--- src/pkg/dram_col_map.vh ---
`ifndef DRAM_COL_MAP_VH
`define DRAM_COL_MAP_VH
// register indices on the plain register port
`define REG_MODE_ZERO     4'h0
`define REG_STATUS        4'h1
// mode_register_zero fields
`define MR_BURST_LSB      0
`define MR_CL_LSB         4
`define MR_CWL_LSB        8
`define MR_AL_LSB         12
`define MR_RESET          32'h0000_0550
// burst field encodings
`define BURST_FIXED_EIGHT 2'h0
`define BURST_OTF         2'h1
`define BURST_FIXED_CHOP  2'h2
// additive latency select: 0, cl-1, cl-2
`define AL_ZERO           2'h0
`define AL_CL_MINUS_ONE   2'h1
`define AL_CL_MINUS_TWO   2'h2
// status fields
`define ST_OVERFLOW_BIT   8
`define ST_CHOP_BIT       4
// column commands on the command pins
`define CMD_READ          3'h1
`define CMD_WRITE         3'h2
// beats per burst and chopped-write reference offset in link clocks
`define BEATS_EIGHT       4'h8
`define BEATS_CHOP        4'h4
`define CHOP_TAIL_CLOCKS  3'h4
`define CHOP_BURST_CLOCKS 3'h2
`define DATA_W            8
`endif

--- src/dram_col_timing.v ---
`timescale 1ns/10ps
`default_nettype none
`include "dram_col_map.vh"
module dram_col_timing (
    // clock and reset
    input  wire                 mclk_in,
    input  wire                 rst_n_in,
    // register port
    input  wire [3:0]           reg_addr_in,
    input  wire [31:0]          reg_wdata_in,
    input  wire                 reg_wr_in,
    input  wire                 reg_rd_in,
    output reg  [31:0]          reg_rdata_out,
    // link pins
    input  wire                 link_ck_in,
    input  wire                 cke_in,
    input  wire [2:0]           cmd_in,
    input  wire                 burst_select_address_bit_in,
    input  wire [`DATA_W-1:0]   dq_in,
    output reg  [`DATA_W-1:0]   dq_out,
    output reg                  dq_oe_out,
    output reg                  dqs_out,
    output reg                  dqs_oe_out,
    // user side
    input  wire [`DATA_W-1:0]   rd_word_in,
    output wire [`DATA_W-1:0]   wr_word_out,
    output wire                 wr_valid_out,
    input  wire                 wr_ready_in,
    output reg                  wr_ref_out,
    output reg                  power_down_termination_window_out
);
    localparam ST_IDLE  = 3'h0;
    localparam ST_LAT   = 3'h1;
    localparam ST_BURST = 3'h2;
    localparam ST_TAIL  = 3'h3;
    localparam ST_POST  = 3'h4;
    // pin synchronisers, three stages each
    reg [13:0] s1_q;
    reg [13:0] s2_q;
    reg [13:0] s3_q;
    wire [13:0] pins = {cke_in, dq_in, burst_select_address_bit_in, cmd_in, link_ck_in};
    reg         ck_lvl_q;
    reg         cke_lvl_q;
    wire        ck_rise = (s2_q[0] == s3_q[0]) && s3_q[0] && !ck_lvl_q;
    wire        ck_fall = (s2_q[0] == s3_q[0]) && !s3_q[0] && ck_lvl_q;
    wire [2:0]  cmd_s   = s3_q[3:1];
    wire        bsel_s  = s3_q[4];
    wire [7:0]  dq_s    = s3_q[12:5];
    wire        cke_s   = s3_q[13];

    reg [31:0]  mode_register_zero_q;
    reg         overflow_q;
    reg [2:0]   state_q;
    reg         is_write_q;
    reg         chop_q;
    reg [4:0]   lat_q;
    reg [3:0]   beat_q;
    reg [2:0]   tail_q;
    reg [4:0]   pd_q;
    reg         cap_valid_q;
    reg [7:0]   cap_word_q;
    wire        buf_ready;

    wire [1:0]  burst_field = mode_register_zero_q[`MR_BURST_LSB+1:`MR_BURST_LSB];
    wire [3:0]  cas_latency = mode_register_zero_q[`MR_CL_LSB+3:`MR_CL_LSB];
    wire [3:0]  cas_write_latency = mode_register_zero_q[`MR_CWL_LSB+3:`MR_CWL_LSB];
    wire [1:0]  al_sel = mode_register_zero_q[`MR_AL_LSB+1:`MR_AL_LSB];
    reg  [4:0]  additive_latency;
    wire [4:0]  read_latency  = additive_latency + {1'b0, cas_latency};
    wire [4:0]  write_latency = additive_latency + {1'b0, cas_write_latency};
    reg         chop_d;
    wire        col_cmd = ck_rise && (state_q == ST_IDLE) &&
                          ((cmd_s == `CMD_READ) || (cmd_s == `CMD_WRITE));
    wire [3:0]  last_beat = chop_q ? (`BEATS_CHOP - 4'h1) : (`BEATS_EIGHT - 4'h1);

    always @* begin
        case (al_sel)
            `AL_CL_MINUS_ONE: additive_latency = {1'b0, cas_latency} - 5'h1;
            `AL_CL_MINUS_TWO: additive_latency = {1'b0, cas_latency} - 5'h2;
            default:          additive_latency = 5'h0;
        endcase
    end

    // burst length taken fresh from each column command
    always @* begin
        case (burst_field)
            `BURST_FIXED_EIGHT: chop_d = 1'b0;
            `BURST_OTF:         chop_d = !bsel_s;
            `BURST_FIXED_CHOP:  chop_d = 1'b1;
            default:            chop_d = 1'b0;
        endcase
    end

    always @(posedge mclk_in) begin
        if (!rst_n_in) begin
            s1_q      <= 14'h0;
            s2_q      <= 14'h0;
            s3_q      <= 14'h0;
            ck_lvl_q  <= 1'b0;
            cke_lvl_q <= 1'b0;
        end else begin
            s1_q <= pins;
            s2_q <= s1_q;
            s3_q <= s2_q;
            if (s2_q[0] == s3_q[0])
                ck_lvl_q <= s3_q[0];
            if (s2_q[13] == s3_q[13])
                cke_lvl_q <= s3_q[13];
        end
    end

    // register port
    always @(posedge mclk_in) begin
        if (!rst_n_in) begin
            mode_register_zero_q <= `MR_RESET;
            reg_rdata_out        <= 32'h0;
        end else begin
            if (reg_wr_in && reg_addr_in == `REG_MODE_ZERO)
                mode_register_zero_q <= reg_wdata_in;
            if (reg_rd_in) begin
                case (reg_addr_in)
                    `REG_MODE_ZERO: reg_rdata_out <= mode_register_zero_q;
                    `REG_STATUS:    reg_rdata_out <= {23'h0, overflow_q, 3'h0, chop_q, 1'b0, state_q};
                    default:        reg_rdata_out <= 32'h0;
                endcase
            end else begin
                reg_rdata_out <= 32'h0;
            end
        end
    end

    // overflow: set wins over a software clear
    always @(posedge mclk_in) begin
        if (!rst_n_in)
            overflow_q <= 1'b0;
        else if (cap_valid_q && !buf_ready)
            overflow_q <= 1'b1;
        else if (reg_wr_in && reg_addr_in == `REG_STATUS && reg_wdata_in[`ST_OVERFLOW_BIT])
            overflow_q <= 1'b0;
    end

    // column sequencer
    always @(posedge mclk_in) begin
        if (!rst_n_in) begin
            state_q     <= ST_IDLE;
            is_write_q  <= 1'b0;
            chop_q      <= 1'b0;
            lat_q       <= 5'h0;
            beat_q      <= 4'h0;
            tail_q      <= 3'h0;
            cap_valid_q <= 1'b0;
            cap_word_q  <= 8'h0;
            dq_out      <= 8'h0;
            dq_oe_out   <= 1'b0;
            dqs_out     <= 1'b0;
            dqs_oe_out  <= 1'b0;
            wr_ref_out  <= 1'b0;
        end else begin
            cap_valid_q <= 1'b0;
            wr_ref_out  <= 1'b0;
            case (state_q)
                ST_IDLE: begin
                    dqs_oe_out <= 1'b0;
                    dqs_out    <= 1'b0;
                    if (col_cmd) begin
                        is_write_q <= (cmd_s == `CMD_WRITE);
                        chop_q     <= chop_d;
                        lat_q      <= (cmd_s == `CMD_WRITE) ? write_latency : read_latency;
                        beat_q     <= 4'h0;
                        state_q    <= ST_LAT;
                    end
                end
                ST_LAT: begin
                    if (ck_rise) begin
                        lat_q <= lat_q - 5'h1;
                        if (lat_q == 5'h1) begin
                            state_q <= ST_BURST;
                            beat_q  <= 4'h1;
                            if (is_write_q) begin
                                cap_word_q  <= dq_s;
                                cap_valid_q <= 1'b1;
                            end else begin
                                dq_out     <= rd_word_in;
                                dq_oe_out  <= 1'b1;
                                dqs_out    <= 1'b1;
                                dqs_oe_out <= 1'b1;
                            end
                        end
                    end
                end
                ST_BURST: begin
                    if (ck_rise || ck_fall) begin
                        beat_q <= beat_q + 4'h1;
                        if (is_write_q) begin
                            cap_word_q  <= dq_s;
                            cap_valid_q <= 1'b1;
                        end else begin
                            dq_out  <= rd_word_in;
                            dqs_out <= ck_rise;
                        end
                        if (beat_q == last_beat) begin
                            state_q <= is_write_q ? ST_TAIL : ST_POST;
                            tail_q  <= (chop_q && burst_field == `BURST_OTF) ?
                                       (`CHOP_TAIL_CLOCKS - `CHOP_BURST_CLOCKS) : 3'h0;
                        end
                    end
                end
                ST_TAIL: begin
                    // reference edge; fixed chops use the edge right after their last beat
                    if (ck_rise) begin
                        if (tail_q == 3'h0) begin
                            wr_ref_out <= 1'b1;
                            state_q    <= ST_IDLE;
                        end else begin
                            tail_q <= tail_q - 3'h1;
                        end
                    end
                end
                ST_POST: begin
                    dq_oe_out <= 1'b0;
                    dqs_out   <= 1'b0;
                    if (ck_fall)
                        state_q <= ST_IDLE;
                end
                default: state_q <= ST_IDLE;
            endcase
        end
    end

    // power-down entry window for termination timing
    always @(posedge mclk_in) begin
        if (!rst_n_in) begin
            pd_q                              <= 5'h0;
            power_down_termination_window_out <= 1'b0;
        end else begin
            if (cke_lvl_q && (s2_q[13] == s3_q[13]) && !cke_s)
                pd_q <= write_latency - 5'h1;
            else if (ck_rise && pd_q != 5'h0)
                pd_q <= pd_q - 5'h1;
            power_down_termination_window_out <= (pd_q != 5'h0);
        end
    end

    two_entry_buffer #(
        .WIDTH(`DATA_W)
    ) i_two_entry_buffer (
        .mclk_in      (mclk_in),
        .rst_n_in     (rst_n_in),
        .in_data_in   (cap_word_q),
        .in_valid_in  (cap_valid_q),
        .in_ready_out (buf_ready),
        .out_data_out (wr_word_out),
        .out_valid_out(wr_valid_out),
        .out_ready_in (wr_ready_in)
    );
endmodule
`default_nettype wire

--- src/two_entry_buffer.v ---
`timescale 1ns/10ps
`default_nettype none
module two_entry_buffer #(
    parameter WIDTH = 8
) (
    // clock and reset
    input  wire             mclk_in,
    input  wire             rst_n_in,
    // fill side
    input  wire [WIDTH-1:0] in_data_in,
    input  wire             in_valid_in,
    output wire             in_ready_out,
    // drain side
    output wire [WIDTH-1:0] out_data_out,
    output wire             out_valid_out,
    input  wire             out_ready_in
);
    reg [WIDTH-1:0] head_q;
    reg             head_valid_q;
    reg [WIDTH-1:0] skid_q;
    reg             skid_valid_q;
    // head slot can take a word when empty or being drained this cycle
    wire            head_free = !head_valid_q || out_ready_in;

    // drain side comes straight from the head flops
    assign in_ready_out  = !skid_valid_q;
    assign out_valid_out = head_valid_q;
    assign out_data_out  = head_q;

    always @(posedge mclk_in) begin
        if (!rst_n_in) begin
            head_q       <= {WIDTH{1'b0}};
            head_valid_q <= 1'b0;
            skid_q       <= {WIDTH{1'b0}};
            skid_valid_q <= 1'b0;
        end else if (head_free) begin
            if (skid_valid_q) begin
                head_q       <= skid_q;
                head_valid_q <= 1'b1;
                skid_valid_q <= 1'b0;
            end else begin
                head_q       <= in_data_in;
                head_valid_q <= in_valid_in;
            end
        end else if (in_valid_in && !skid_valid_q) begin
            // stalled head: park the word in the second entry
            skid_q       <= in_data_in;
            skid_valid_q <= 1'b1;
        end
    end
endmodule
`default_nettype wire

--- config.mk ---
export PLATFORM = sky130hd
export DESIGN_NAME = dram_col_timing
export DESIGN_NICKNAME = d
export VERILOG_FILES = /design/src/dram_col_timing.v /design/src/two_entry_buffer.v
export VERILOG_INCLUDE_DIRS = /design/src /design/src/pkg
export SDC_FILE = /design/constraint.sdc
export NUM_CORES = 1
export LEC_CHECK = 0
export BUFFER_PORTS_ARGS = -buffer_cell sky130_fd_sc_hd__buf_2
export CAP_MARGIN = 5
export CORE_MARGIN = 5
export CORE_UTILIZATION = 38
export CTS_CLUSTER_SIZE = 8
export DETAILED_ROUTE_END_ITERATION = 7
export PLACE_DENSITY_LB_ADDON = 0.12
export SETUP_SLACK_MARGIN = 0.1
export SYNTH_ARGS = -nofsm -noshare
export SYNTH_HDL_FRONTEND = slang
export SYNTH_SLANG_ARGS = --single-unit
--- constraint.sdc ---
create_clock -name mclk_in -period 4 [get_ports mclk_in]
set_input_delay 0.2 -clock mclk_in [delete_from_list [all_inputs] [get_ports mclk_in]]
set_output_delay 0.2 -clock mclk_in [all_outputs]
set_load 0.01 [all_outputs]
# --- Word-level counts from Yosys, hierarchy flattened ---
# Index checks and enable logic that the tools add are counted.
totals:
  ff_bits: 171
  input_bits: 63
  output_inout_bits: 54
  word_cells: 173
classes:
  add_sub_neg: 9
  eq_ne: 26
  muxes: 59
  bitwise_logic: 2
  reduce_logical: 50
ops:
  columns: ["op", "count"]
  rows:
  - ["$mux W8", 9]
  - ["$pmux W32 S2", 1]
  - ["$mux W3", 14]
  - ["$pmux W8 S2", 2]
  - ["$mux W5", 5]
  - ["$ne A2 B2 Y1 const B", 11]
  - ["$pmux W5 S2", 2]
  - ["$mux W4", 4]
  - ["$logic_and A1 B1 Y1", 15]
  - ["$pmux W3 S5", 1]
  - ["$sub A5 B1 Y5 const B", 3]
  - ["$mux W1", 13]
  - ["$pmux W4 S3", 1]
  - ["$reduce_and A4 Y1", 3]
  - ["$reduce_bool A2 Y1", 6]
  - ["$add A5 B4 Y5", 2]
  - ["$reduce_and A5 Y1", 2]
  - ["$eq A3 B2 Y1 const B", 3]
  - ["$pmux W1 S2", 4]
  - ["$reduce_and A8 Y1", 1]
  - ["$eq A3 B1 Y1 const B", 2]
  - ["$logic_not A1 Y1", 6]
  - ["$logic_not A3 Y1", 2]
  - ["$pmux W3 S2", 1]
  - ["22 further kinds", 33]

# --- Longest topological paths before layout ---
# Gate-level depths: netlist (run 1).
logic_depth:
  ltp_word: 7
  mapped_depth: 15
  depth_no_buf: 15

# --- Modules after synthesis ---
# A second synthesis (run 1) with hierarchy kept.
hier_totals:
  hier_cells: 759
  area_unflattened_um2: 7018.0
by_module_without_submodules:
  columns: ["mod", "n_inst", "cells_per_inst", "area_per_inst_um2", "seq_area_each_um2"]
  rows:
  - ["dram_col_timing", 1, 680, 6239.7, 3062.9]
  - ["two_entry_buffer", 1, 79, 778.2, 360.3]

# --- Least setup slack after synthesis (run 1) ---
# OpenSTA, ideal clock, no wires.
synth_path:
  path_type: "register to register"
  from: "register mode_register_zero_q[4]"
  to: "register pd_q[4]"
  setup_time_ns: 0.122
  t_arrival_ns: 2.915
  required_ns: 3.878
  path_slack_ns: 0.964
  path_stages_with_launch: 13
  path_buffers: 0
  period_less_slack_ns: 3.036
  cell_sequence: "dfxtp_1 inv_1 ha_1 nand2b_1 a21o_1 fa_1 nor2_1 a21oi_1 ha_1 inv_1 or4_1 a211o_1 o311a_1"
synth_via:
  elab_chain_cells: 5
  word_cells_on_any_way: 6
  cone_classes: "4 x add/sub; 2 x mux"
synth_lines:
  columns: ["item", "line_no", "rtl"]
  rows:
  - ["start: declaration", "dram_col_timing.v:51", "reg [31:0] mode_register_zero_q;"]
  - ["start signal: assignment", "dram_col_timing.v:115", "mode_register_zero_q <= `MR_RESET;"]
  - ["start signal: assignment", "dram_col_timing.v:119", "mode_register_zero_q <= reg_wdata_in;"]
  - ["$sub A4 B2 Y5 / $sub A4 B1 Y5 (equally long branches)", "dram_col_timing.v:79, dram_col_timing.v:78", null]
  - ["$pmux W5 S2 *", "dram_col_timing.v:77", "case (al_sel)"]
  - ["$add A5 B4 Y5 *", "dram_col_timing.v:70", "wire [4:0] write_latency = additive_latency + {1'b0, cas_write_latency};"]
  - ["$sub A5 B1 Y5 *", "dram_col_timing.v:237", "pd_q <= write_latency - 5'h1;"]
  - ["$mux W5 *", "dram_col_timing.v:236", "if (cke_lvl_q && (s2_q[13] == s3_q[13]) && !cke_s)"]
  - ["end signal: assignment", "dram_col_timing.v:237", null]
  - ["end signal: assignment", "dram_col_timing.v:239", "pd_q <= pd_q - 5'h1;"]
  - ["end: declaration", "dram_col_timing.v:59", "reg [4:0] pd_q;"]
# Every way passes the cells marked *; elsewhere a longest branch is shown, timed or not.
# A chain may end at the register's enable or synchronous reset.

# --- Final worst setup path (run 1) ---
# Same ends and word-level chain as after synthesis.

==> impl_metrics.py, run 1 <==
metrics = {
    "outcome": {
        "status": "finished clean",
    },
    "setup_path": {
        "worstPathCellList": "inv_1, ha_1, nand2b_1, a21o_1, fa_1, nor2_1, a21oi_1, ha_1, inv_1, or4_1, a211o_1, o311a_1",
        "slowest_delay_ns": 0.56,
        "worst-endpoint-arrival_ns": 3.60,
        "critPathMaxFanout": 7,
        "path_class": "reg -> reg",
        "rr_worst_depth": 12,
        "critical_path.slowest_cell": "fa_1",
        "cp-end-kind": "register",
        "cp.required_ns": 4.31,
        "start_kind": "register",
    },
    "pwr": {
        "p_int_w": 0.00274,
        "p_sw_w": 0.000778,
        "pwr-share-comb_pct": 3.5,
        "seqPwrFrac_pct": 49.3,
        "ir_drop_uv": 293,
        "p_sw_share_pct": 22.1,
        "pwr_density_cell_nw_per_um2": 418,
        "p_leak_nw": 3.41,
        "power.total_w": 0.00351,
        "p_clk_share_pct": 47.2,
    },
    "synthesis": {
        "seq_area_frac_synth_pct": 49.7,
        "ys_ff_latch": 171,
        "synthDistinctLibCells": 65,
        "async_flop_share_pct": 0,
        "synth_edf_count": 0,
        "synth.avg_cell_area_um2": 9.33,
        "yosysMostFrequentCell": "dfxtp_1",
        "synth_area_leaders": "dfxtp_1, and2_1, nand2_1",
        "syn_area_um2": 6890,
        "syn_nets": 826,
        "synthFlopType": "dfxtp_1",
        "yosys-top-cells-count": "dfxtp_1, nand2_1, and2_1",
        "netlist_instances": 739,
        "yosysWarnings": 0,
        "yosysTopAreaCellShare_pct": 49.7,
        "yosys.area.top_type": "dfxtp_1",
    },
    "drt": {
        "drc": 0,
        "drtIter0Drc": 291,
        "viasPerCell": 4.78,
        "drtAntennaViolNets": 0,
        "via_count": 5247,
        "dr.pass1.iters": 5,
        "drt_wl_total_um": 15400,
        "wire_per_inst_um": 14.0,
    },
    "sta": {
        "slew_headroom_pct": 21.5,
        "drv_slew": 0,
        "min_period_over_period_pct": 82.2,
        "hold_ws_ns": 0.0138,
        "tightest_slew_ns": 1.18,
        "grt_setup_unrepaired": "no",
        "fin_crit_ns": 3.29,
        "finClkSkew_ns": 0.00959,
        "fmax_ghz": 0.304,
        "fin_tns_setup_ns": 0,
        "setup_viol": 0,
        "hold_violations": 0,
    },
    "floorplanning": {
        "die_y_um": 145,
        "dieWidth_um": 145,
        "row_count": 49,
        "die-area_um2": 20900,
        "core_region_area_um2": 17900,
        "start_util_pct": 38.5,
        "num_io_pins": 117,
    },
    "cts": {
        "cts_tree": "yes",
        "cts-root-buf": "clkbuf_16",
        "clk_pin_slew_worst_paths_ns": 0.07,
        "numCtsBuffers": 17,
        "cts_setup_buffers": 0,
        "clock_latency_ns": 0.43,
        "ctsResizeCount": 0,
        "clock_sinks": 171,
        "htree_num_levels": 4,
        "clk_path_buf_depth": 2,
    },
    "job": {
        "cap_viol_max_count": 0,
    },
    "cells_and_area": {
        "seq_area_um2": 3420,
        "area_growth_pct": 21.9,
        "antenna_cells": 0,
        "layout-drive-gt1-share_pct": 19.7,
        "final_nets": 943,
        "fill_cells": 1776,
        "multi_input_area_um2": 3210,
    },
    "min_path": {
        "hold_depth": 3,
        "hold_path.class": "in -> reg",
    },
    "global_route": {
        "grt_remaining_overflow": 0,
        "antenna_found_initial": 0,
        "track_usage_pct": 14.8,
        "grt_max_degree": 95,
        "grt_pass1_wl_um": 24900,
        "grt_pass1_vias": 4972,
    },
    "place": {
        "port_buffers": 116,
        "globalplace.congestion": 0.822,
        "dp_hpwl_um": 10900,
    },
}
[critical path: cells and delay by family (launching register included)]
kind | cells | cell delay (ns)
compound gates | 4 | 0.76
fa+ha+maj | 3 | 1.08
buf+inv | 2 | 0.19
flops | 1 | 0.44
simple gates | 3 | 0.70
[power groups by stage]
stage / registers, W / clock network, W / logic [W]
6_report: 0.00173 / 0.00166 / 0.000122
5_1_grt: 0.00173 / 0.00178 / 0.000138
4_1_cts: 0.00173 / 0.00170 / 0.000124
3_5_place_dp: 0.00177 / 0 / 0.000109
3_3_place_gp: 0.00177 / 0 / 0.000107
2_1_floorplan: 0.00177 / 0 / 0.0000598
[stage by stage]
step / utilization [%] / instance area [um2] / instances / setup slack (ns)
6_report: 47.0 / 8410 / 1098 / 0.713
5_1_grt: 47.0 / 8410 / 1098 / 0.461
4_1_cts: 47.0 / 8410 / 1098 / 0.721
3_5_place_dp: 42.5 / 7620 / 1047 / 0.735
3_3_place_gp: 42.5 / 7620 / 1047 / 0.840
2_1_floorplan: - / 6890 / 739 / 0.964
[layout by cell type (no fill, tap or decap), types with 3 or more instances in the layout]
master / count
buf_2: 116
clkbuf_16: 17
o211ai_1: 6
nand2b_1: 10
dfxtp_1: 171
xnor2_1: 7
inv_1: 23
or3_1: 3
inv_6: 4
nor3_1: 7
nand2_1: 109
a21oi_1: 50
dlygate4sd3_1: 19
nor2_1: 43
buf_4: 4
ha_1: 22
xor2_1: 5
a311oi_1: 4
a21o_1: 6
nor2b_1: 5
mux2i_1: 31
clkinv_4: 3
nand3_1: 20
nor3b_1: 3
a211oi_1: 12
o21ai_0: 24
nand3b_1: 6
a22oi_1: 8
and2_1: 71
[cell type report]
class | instances | share of cell area [%]
Tap cell | 229 | 3.41
Clock inverter | 13 | 1.86
Sequential cell | 171 | 40.7
Multi-Input combinational cell | 503 | 38.1
Clock buffer | 19 | 5.27
Inverter | 24 | 1.07
Timing Repair Buffer | 139 | 9.53
[registers in the layout (all words and copies together), names as in the netlist, 3 cells and up]
register / count
s2_q: 14
beat_q: 4
i_two_entry_buffer.skid_q: 8
i_two_entry_buffer.out_data_out: 8
tail_q: 3
state_q: 3
pd_q: 5
reg_rdata_out: 32
s1_q: 14
mode_register_zero_q: 32
cap_word_q: 8
s3_q: 14
lat_q: 5
dq_out: 8
[cells by family after synthesis]
group | Yosys count | share of synthesized area [%]
xor gates and xnor gates | 12 | 1.52
AOI/OAI and AO/OA | 136 | 13.2
and+or+nand+nor | 299 | 22.6
adders and majority gates | 24 | 4.57
muxes | 32 | 4.66
buffers and inverters | 65 | 3.83
DFF | 171 | 49.7
[path summary, 6_finish.rpt]
path                                 from                      end  slack, ns
setup / recovery  mode_register_zero_q[4]                  pd_q[4]       0.71
hold / removal            reg_wdata_in[7]  mode_register_zero_q[7]       0.01
setup reg to reg  mode_register_zero_q[4]                  pd_q[4]       0.71
hold reg to reg                  s2_q[10]                 s3_q[10]       0.43
[timing repair]
item	CTS	global route
hold buffers	19	0
endpoints found under the hold margin	19	0
endpoints found under the setup margin	0	0
[per-layer routing]
layer | global-route usage (%) | wire (um) | up-vias
met5 | 0 | 0 | -
met4 | 5.84 | 224 | 0
met3 | 3.29 | 789 | 16
met2 | 22.0 | 6630 | 113
met1 | 21.1 | 7710 | 2372
li1 | - | - | 2746
(Power assumes the default switching activity.)
==> run 2, diff against run 1 <==
Clock period 4 ns to 3.02 ns, I/O delays scaled along.
==> run 2 against run 1 <==
  * Global-route usage is 0.51 points higher
  * Final cell count is 4.5% higher
  * Non-clock buffer count is 49 higher
  * Setup slack worse by 0.65 ns
  * Via count is 3.9% higher
  * Critical path type unchanged
  * Final area is 5.5% higher
  * Sequential share of layout area is 2.0 points lower
  * First-iteration DRC count is 20% higher
  * Clock power is 20% higher
  * Combinational power is 66% higher
  * Maximum frequency is 11% higher
  * Wire length is 1.5% higher
==> impl_metrics.py, run 2 (synthesis results as in run 1) <==
metrics = {
    "outcome": {
        "status": "finished clean",
    },
    "cts": {
        "clk_path_buf_depth": 2,
        "cts-root-buf": "clkbuf_16",
        "clock_sinks": 171,
        "cts_tree": "yes",
        "clock_latency_ns": 0.42,
        "numCtsBuffers": 17,
        "clk_pin_slew_worst_paths_ns": 0.06,
        "htree_num_levels": 4,
    },
    "setup_path": {
        "path_class": "reg -> reg",
        "critPathMaxFanout": 3,
        "rr_worst_depth": 14,
        "start_kind": "register",
        "cp.required_ns": 3.32,
        "worst-endpoint-arrival_ns": 3.26,
        "cp-end-kind": "register",
    },
    "drt": {
        "drt_wl_total_um": 15600,
        "dr.pass1.iters": 5,
        "drc": 0,
        "via_count": 5450,
        "viasPerCell": 4.75,
        "drtIter0Drc": 349,
        "wire_per_inst_um": 13.6,
        "drtAntennaViolNets": 0,
    },
    "cells_and_area": {
        "fill_cells": 1690,
        "final_cells": 1147,
        "final_cell_mix": "dfxtp_1, buf_2, nand2_1",
        "fin_util_pct": 49.5,
        "postLayoutCellArea_um2": 8870,
        "area_growth_pct": 28.6,
        "layout_commonest_cell": "dfxtp_1",
        "biggestRegsByFlops": "mode_register_zero_q: 32 flops, reg_rdata_out: 32 flops",
        "final_nets": 992,
        "antenna_cells": 0,
        "layout-drive-gt1-share_pct": 21.8,
    },
    "place": {
        "port_buffers": 116,
        "dp_hpwl_um": 10800,
        "dpl_cell_area_um2": 7700,
        "globalplace.congestion": 0.794,
        "placedCellCount": 1054,
    },
    "sta": {
        "drv_slew": 0,
        "tightest_slew_ns": 0.918,
        "setup_viol": 0,
        "slew_headroom_pct": 38.8,
        "grt_setup_unrepaired": "yes",
        "finClkSkew_ns": 0.0110,
        "hold_violations": 0,
        "fin_crit_ns": 2.96,
        "min_period_over_period_pct": 97.9,
        "hold_ws_ns": 0.0374,
        "fmax_ghz": 0.338,
    },
    "floorplanning": {
        "row_count": 49,
        "core_region_area_um2": 17900,
        "die-area_um2": 20900,
        "die_y_um": 145,
        "start_util_pct": 38.5,
        "num_io_pins": 117,
        "dieWidth_um": 145,
    },
    "min_path": {
        "hold_depth": 2,
        "hold_path.class": "in -> reg",
    },
    "pwr": {
        "ir_drop_uv": 368,
        "p_leak_nw": 3.60,
        "pwr_density_cell_nw_per_um2": 506,
    },
    "global_route": {
        "track_usage_pct": 15.3,
        "grt_pass1_wl_um": 26000,
        "grt_pass1_vias": 5318,
        "antenna_found_initial": 0,
        "grt_max_degree": 90,
        "grt_remaining_overflow": 0,
    },
    "job": {
        "cap_viol_max_count": 0,
    },
}
-- run 2: final cells by class --
type	instances	area (um2)	share of cell area (%)
inverters	24	92.6	1.04
flip-flops and latches	171	3430	38.7
clock inverters	11	88.8	1.00
multi-input cells	503	3260	36.8
well taps	229	287	3.23
repair buffers	188	1260	14.2
clock buffers	21	450	5.08
-- run 2: what timing repair did --
| action | CTS | global route |
|---|---|---|
| resized for setup | 5 | 1 |
| setup endpoints to repair | 1 | 1 |
| buffers inserted | 7 | 0 |
| hold buffers | 54 | 0 |
| pin swaps | 6 | 0 |
| hold endpoints to repair | 54 | 0 |
-- run 2: layer usage --
layer  track usage [%]  share of wire, %
met1              21.4                50
met2              23.8                44
met3              4.14               5.8
met4              3.78              0.67
met5                 0                 0
-- run 2: worst max-delay path: stages (launching register included) --
cell     delay (ns)
dfxtp_2        0.35
inv_2          0.07
ha_4           0.13
and2_4         0.14
a21o_1         0.09
ha_2           0.18
inv_2          0.04
fa_1           0.52
nor2_1         0.06
a21oi_1        0.13
ha_2           0.20
inv_2          0.04
or4_4          0.48
a211o_1        0.31
o311a_1        0.12
-- run 2: report_power, final --
part           internal [W]  switching (W)  leakage, nW  total [W]
clock               0.00108       0.000900        0.248    0.00199
combinational      0.000111      0.0000922         1.96   0.000203
sequential          0.00228      0.0000114         1.39    0.00230
total               0.00348        0.00100         3.60    0.00448
-- run 2: path summary, 6_finish.rpt --
check / startpoint / slack, ns / to
max reg2reg: mode_register_zero_q[12] / 0.06 / pd_q[4]
min: rst_n_in / 0.04 / mode_register_zero_q[8]
min reg2reg: s2_q[2] / 0.43 / s3_q[2]
max: mode_register_zero_q[12] / 0.06 / pd_q[4]
-- run 2: per-stage QoR --
step / power [W] / TNS (ns) / setup WS, ns
2_1_floorplan: 0.00242 / 0 / 0.102
3_3_place_gp: 0.00249 / 0 / 0.0114
3_5_place_dp: 0.00249 / -0.0772 / -0.0772
4_1_cts: 0.00455 / 0 / 0.0655
5_1_grt: 0.00467 / -0.0638 / -0.0638
6_report: 0.00448 / 0 / 0.0638
==> run 3, diff against run 2 <==
Settings changed: CORE_ASPECT_RATIO set to 1.1, SETUP_SLACK_MARGIN 0.1 to 0.02.
==> run 3 against run 2 <==
  * Clock skew grew 0.0020 ns
  * Wire length grew 0.61%
  * Clock power grew 9%
==> impl_metrics.py, run 3 (synthesis results as in run 1) <==
metrics = {
    "pwr": {
        "p_int_w": 0.00357,
        "pwr-share-comb_pct": 4.4,
        "p_sw_w": 0.00109,
        "power.total_w": 0.00466,
        "seqPwrFrac_pct": 49.2,
        "ir_drop_uv": 382,
        "p_clk_share_pct": 46.4,
        "p_leak_nw": 3.64,
        "pwr_density_cell_nw_per_um2": 521,
        "p_sw_share_pct": 23.4,
    },
    "sta": {
        "fin_crit_ns": 2.99,
        "fmax_ghz": 0.334,
        "hold_ws_ns": 0.0723,
        "drv_slew": 0,
        "grt_setup_unrepaired": "yes",
        "hold_violations": 0,
        "fin_tns_setup_ns": 0,
        "setup_viol": 0,
        "tightest_slew_ns": 0.976,
        "finClkSkew_ns": 0.0130,
        "slew_headroom_pct": 34.8,
        "min_period_over_period_pct": 99.2,
    },
    "cts": {
        "clk_pin_slew_worst_paths_ns": 0.07,
        "clk_path_buf_depth": 2,
        "clock_latency_ns": 0.43,
        "cts_tree": "yes",
        "numCtsBuffers": 17,
        "htree_num_levels": 4,
        "cts-root-buf": "clkbuf_16",
        "clock_sinks": 171,
    },
    "setup_path": {
        "worstPathCellList": "inv_2, ha_4, and2_4, a21o_1, ha_2, inv_2, fa_1, nor2_1, a21oi_1, ha_2, inv_2, or4_4, a211o_1, o311a_1",
        "rrSetupSlack_ns": 0.03,
        "worst-endpoint-arrival_ns": 3.31,
        "cp-end-kind": "register",
        "reg2reg_to": "pd_q[4]",
        "timing.rr.start": "mode_register_zero_q[12]",
        "rr_worst_depth": 14,
        "start_kind": "register",
        "critical_path.slowest_cell": "fa_1",
        "slowest_delay_ns": 0.51,
        "path_class": "reg -> reg",
        "critPathMaxFanout": 4,
        "cp.required_ns": 3.33,
        "cp_common_cell": "inv_2",
        "cp_num_buf_inv": 3,
        "crit_family": "adder cells",
    },
    "floorplanning": {
        "core_region_area_um2": 17800,
        "start_util_pct": 38.7,
        "die_y_um": 151,
        "dieWidth_um": 138,
        "row_count": 51,
        "num_io_pins": 117,
        "die-area_um2": 20900,
    },
    "global_route": {
        "grt_max_degree": 69,
        "track_usage_pct": 15.4,
        "grt_pass1_wl_um": 26700,
        "grt_pass1_vias": 5467,
        "antenna_found_initial": 0,
        "grt_remaining_overflow": 0,
    },
    "cells_and_area": {
        "final_cell_mix": "dfxtp_1, buf_2, nand2_1",
        "antenna_cells": 0,
        "fill_cells": 1668,
        "seq_area_um2": 3430,
        "final_nets": 994,
        "layout_commonest_cell": "dfxtp_1",
        "biggestRegsByFlops": "mode_register_zero_q: 32 flops, reg_rdata_out: 32 flops",
        "area_growth_pct": 29.9,
        "multi_input_area_um2": 3270,
        "layout-drive-gt1-share_pct": 22.4,
    },
    "drt": {
        "via_count": 5540,
        "wire_per_inst_um": 13.5,
        "drtIter0Drc": 340,
        "drt_wl_total_um": 15700,
        "drtAntennaViolNets": 0,
        "drc": 0,
        "viasPerCell": 4.78,
        "dr.pass1.iters": 4,
    },
    "place": {
        "globalplace.congestion": 0.828,
        "port_buffers": 116,
        "dp_hpwl_um": 10800,
    },
    "min_path": {
        "hold_depth": 3,
        "hold_path.class": "in -> reg",
        "holdCritStartpoint": "reg_rd_in",
        "worstHoldEndpoint": "reg_rdata_out[4]",
    },
    "job": {
        "cap_viol_max_count": 0,
    },
    "outcome": {
        "status": "finished clean",
    },
}
-- run 3: changes by cell type in the layout (fill, tap and decap cells not counted), sizes merged --
cell      change
clkbuf        -4
inv           +4
buf           +2
clkinvlp      -2
bufinv        +1
clkinv        +1
-- run 3: per-stage QoR --
stage	instances	worst slack, ns	utilization [%]	cell area (um2)
2_1_floorplan	739	0.0382	-	6900
3_3_place_gp	1069	0.00998	43.4	7730
3_5_place_dp	1069	-0.0512	43.4	7730
4_1_cts	1156	0.0285	49.9	8890
5_1_grt	1158	-0.128	50.3	8960
6_report	1158	0.0254	50.3	8960
-- run 3: worst max-delay path by stage --
stage	from	to	slack, ns	cells past startpoint
final	mode_register_zero_q[12]	pd_q[4]	0.03	14
after global routing	mode_register_zero_q[12]	pd_q[4]	-0.13	14
after CTS	mode_register_zero_q[12]	pd_q[4]	0.03	14
after detailed placement	mode_register_zero_q[13]	pd_q[4]	-0.05	13
after global placement	mode_register_zero_q[12]	pd_q[4]	0.01	14
after floorplan	mode_register_zero_q[4]	pd_q[4]	0.04	12
-- run 3: power by group through the flow --
stage               combinational [W]  sequential (W)  clock, W
finish                       0.000204         0.00229   0.00217
global route                 0.000228         0.00230   0.00233
CTS                          0.000203         0.00229   0.00224
detailed placement           0.000148         0.00235         0
global placement             0.000144         0.00235         0
floorplan                   0.0000792         0.00234         0
-- run 3: area by class of cell --
class / instances / share of cell area [%]
Sequential cell: 171 / 38.3
Tap cell: 238 / 3.32
Clock inverter: 15 / 1.94
Clock buffer: 17 / 4.75
Inverter: 24 / 1.01
Timing Repair Buffer: 190 / 14.2
Multi-Input combinational cell: 503 / 36.5
-- run 3: worst reg2reg max path, cell delays in order (launching register included) --
cell and delay [ns]:
dfxtp_4 0.37, inv_2 0.06, ha_4 0.14, and2_4 0.14
a21o_1 0.09, ha_2 0.18, inv_2 0.04, fa_1 0.51
nor2_1 0.05, a21oi_1 0.13, ha_2 0.20, inv_2 0.04
or4_4 0.48, a211o_1 0.32, o311a_1 0.12
-- run 3: per-layer routing --
layer	global-route usage (%)	vias to the layer above	part of all wire (%)
met2	24.8	143	46
met4	5.93	0	1.5
met3	3.98	18	5.3
met5	0	-	0
met1	20.0	2523	48
li1	-	2856	-
-- run 3: timing repair --
item | 4_1_cts | 5_1_grt
gates resized for setup | 9 | 9
setup buffers | 1 | 3
hold buffers | 54 | 0
setup endpoints to repair | 1 | 2
endpoints found under the hold margin | 54 | 0
pin swaps | 4 | 4
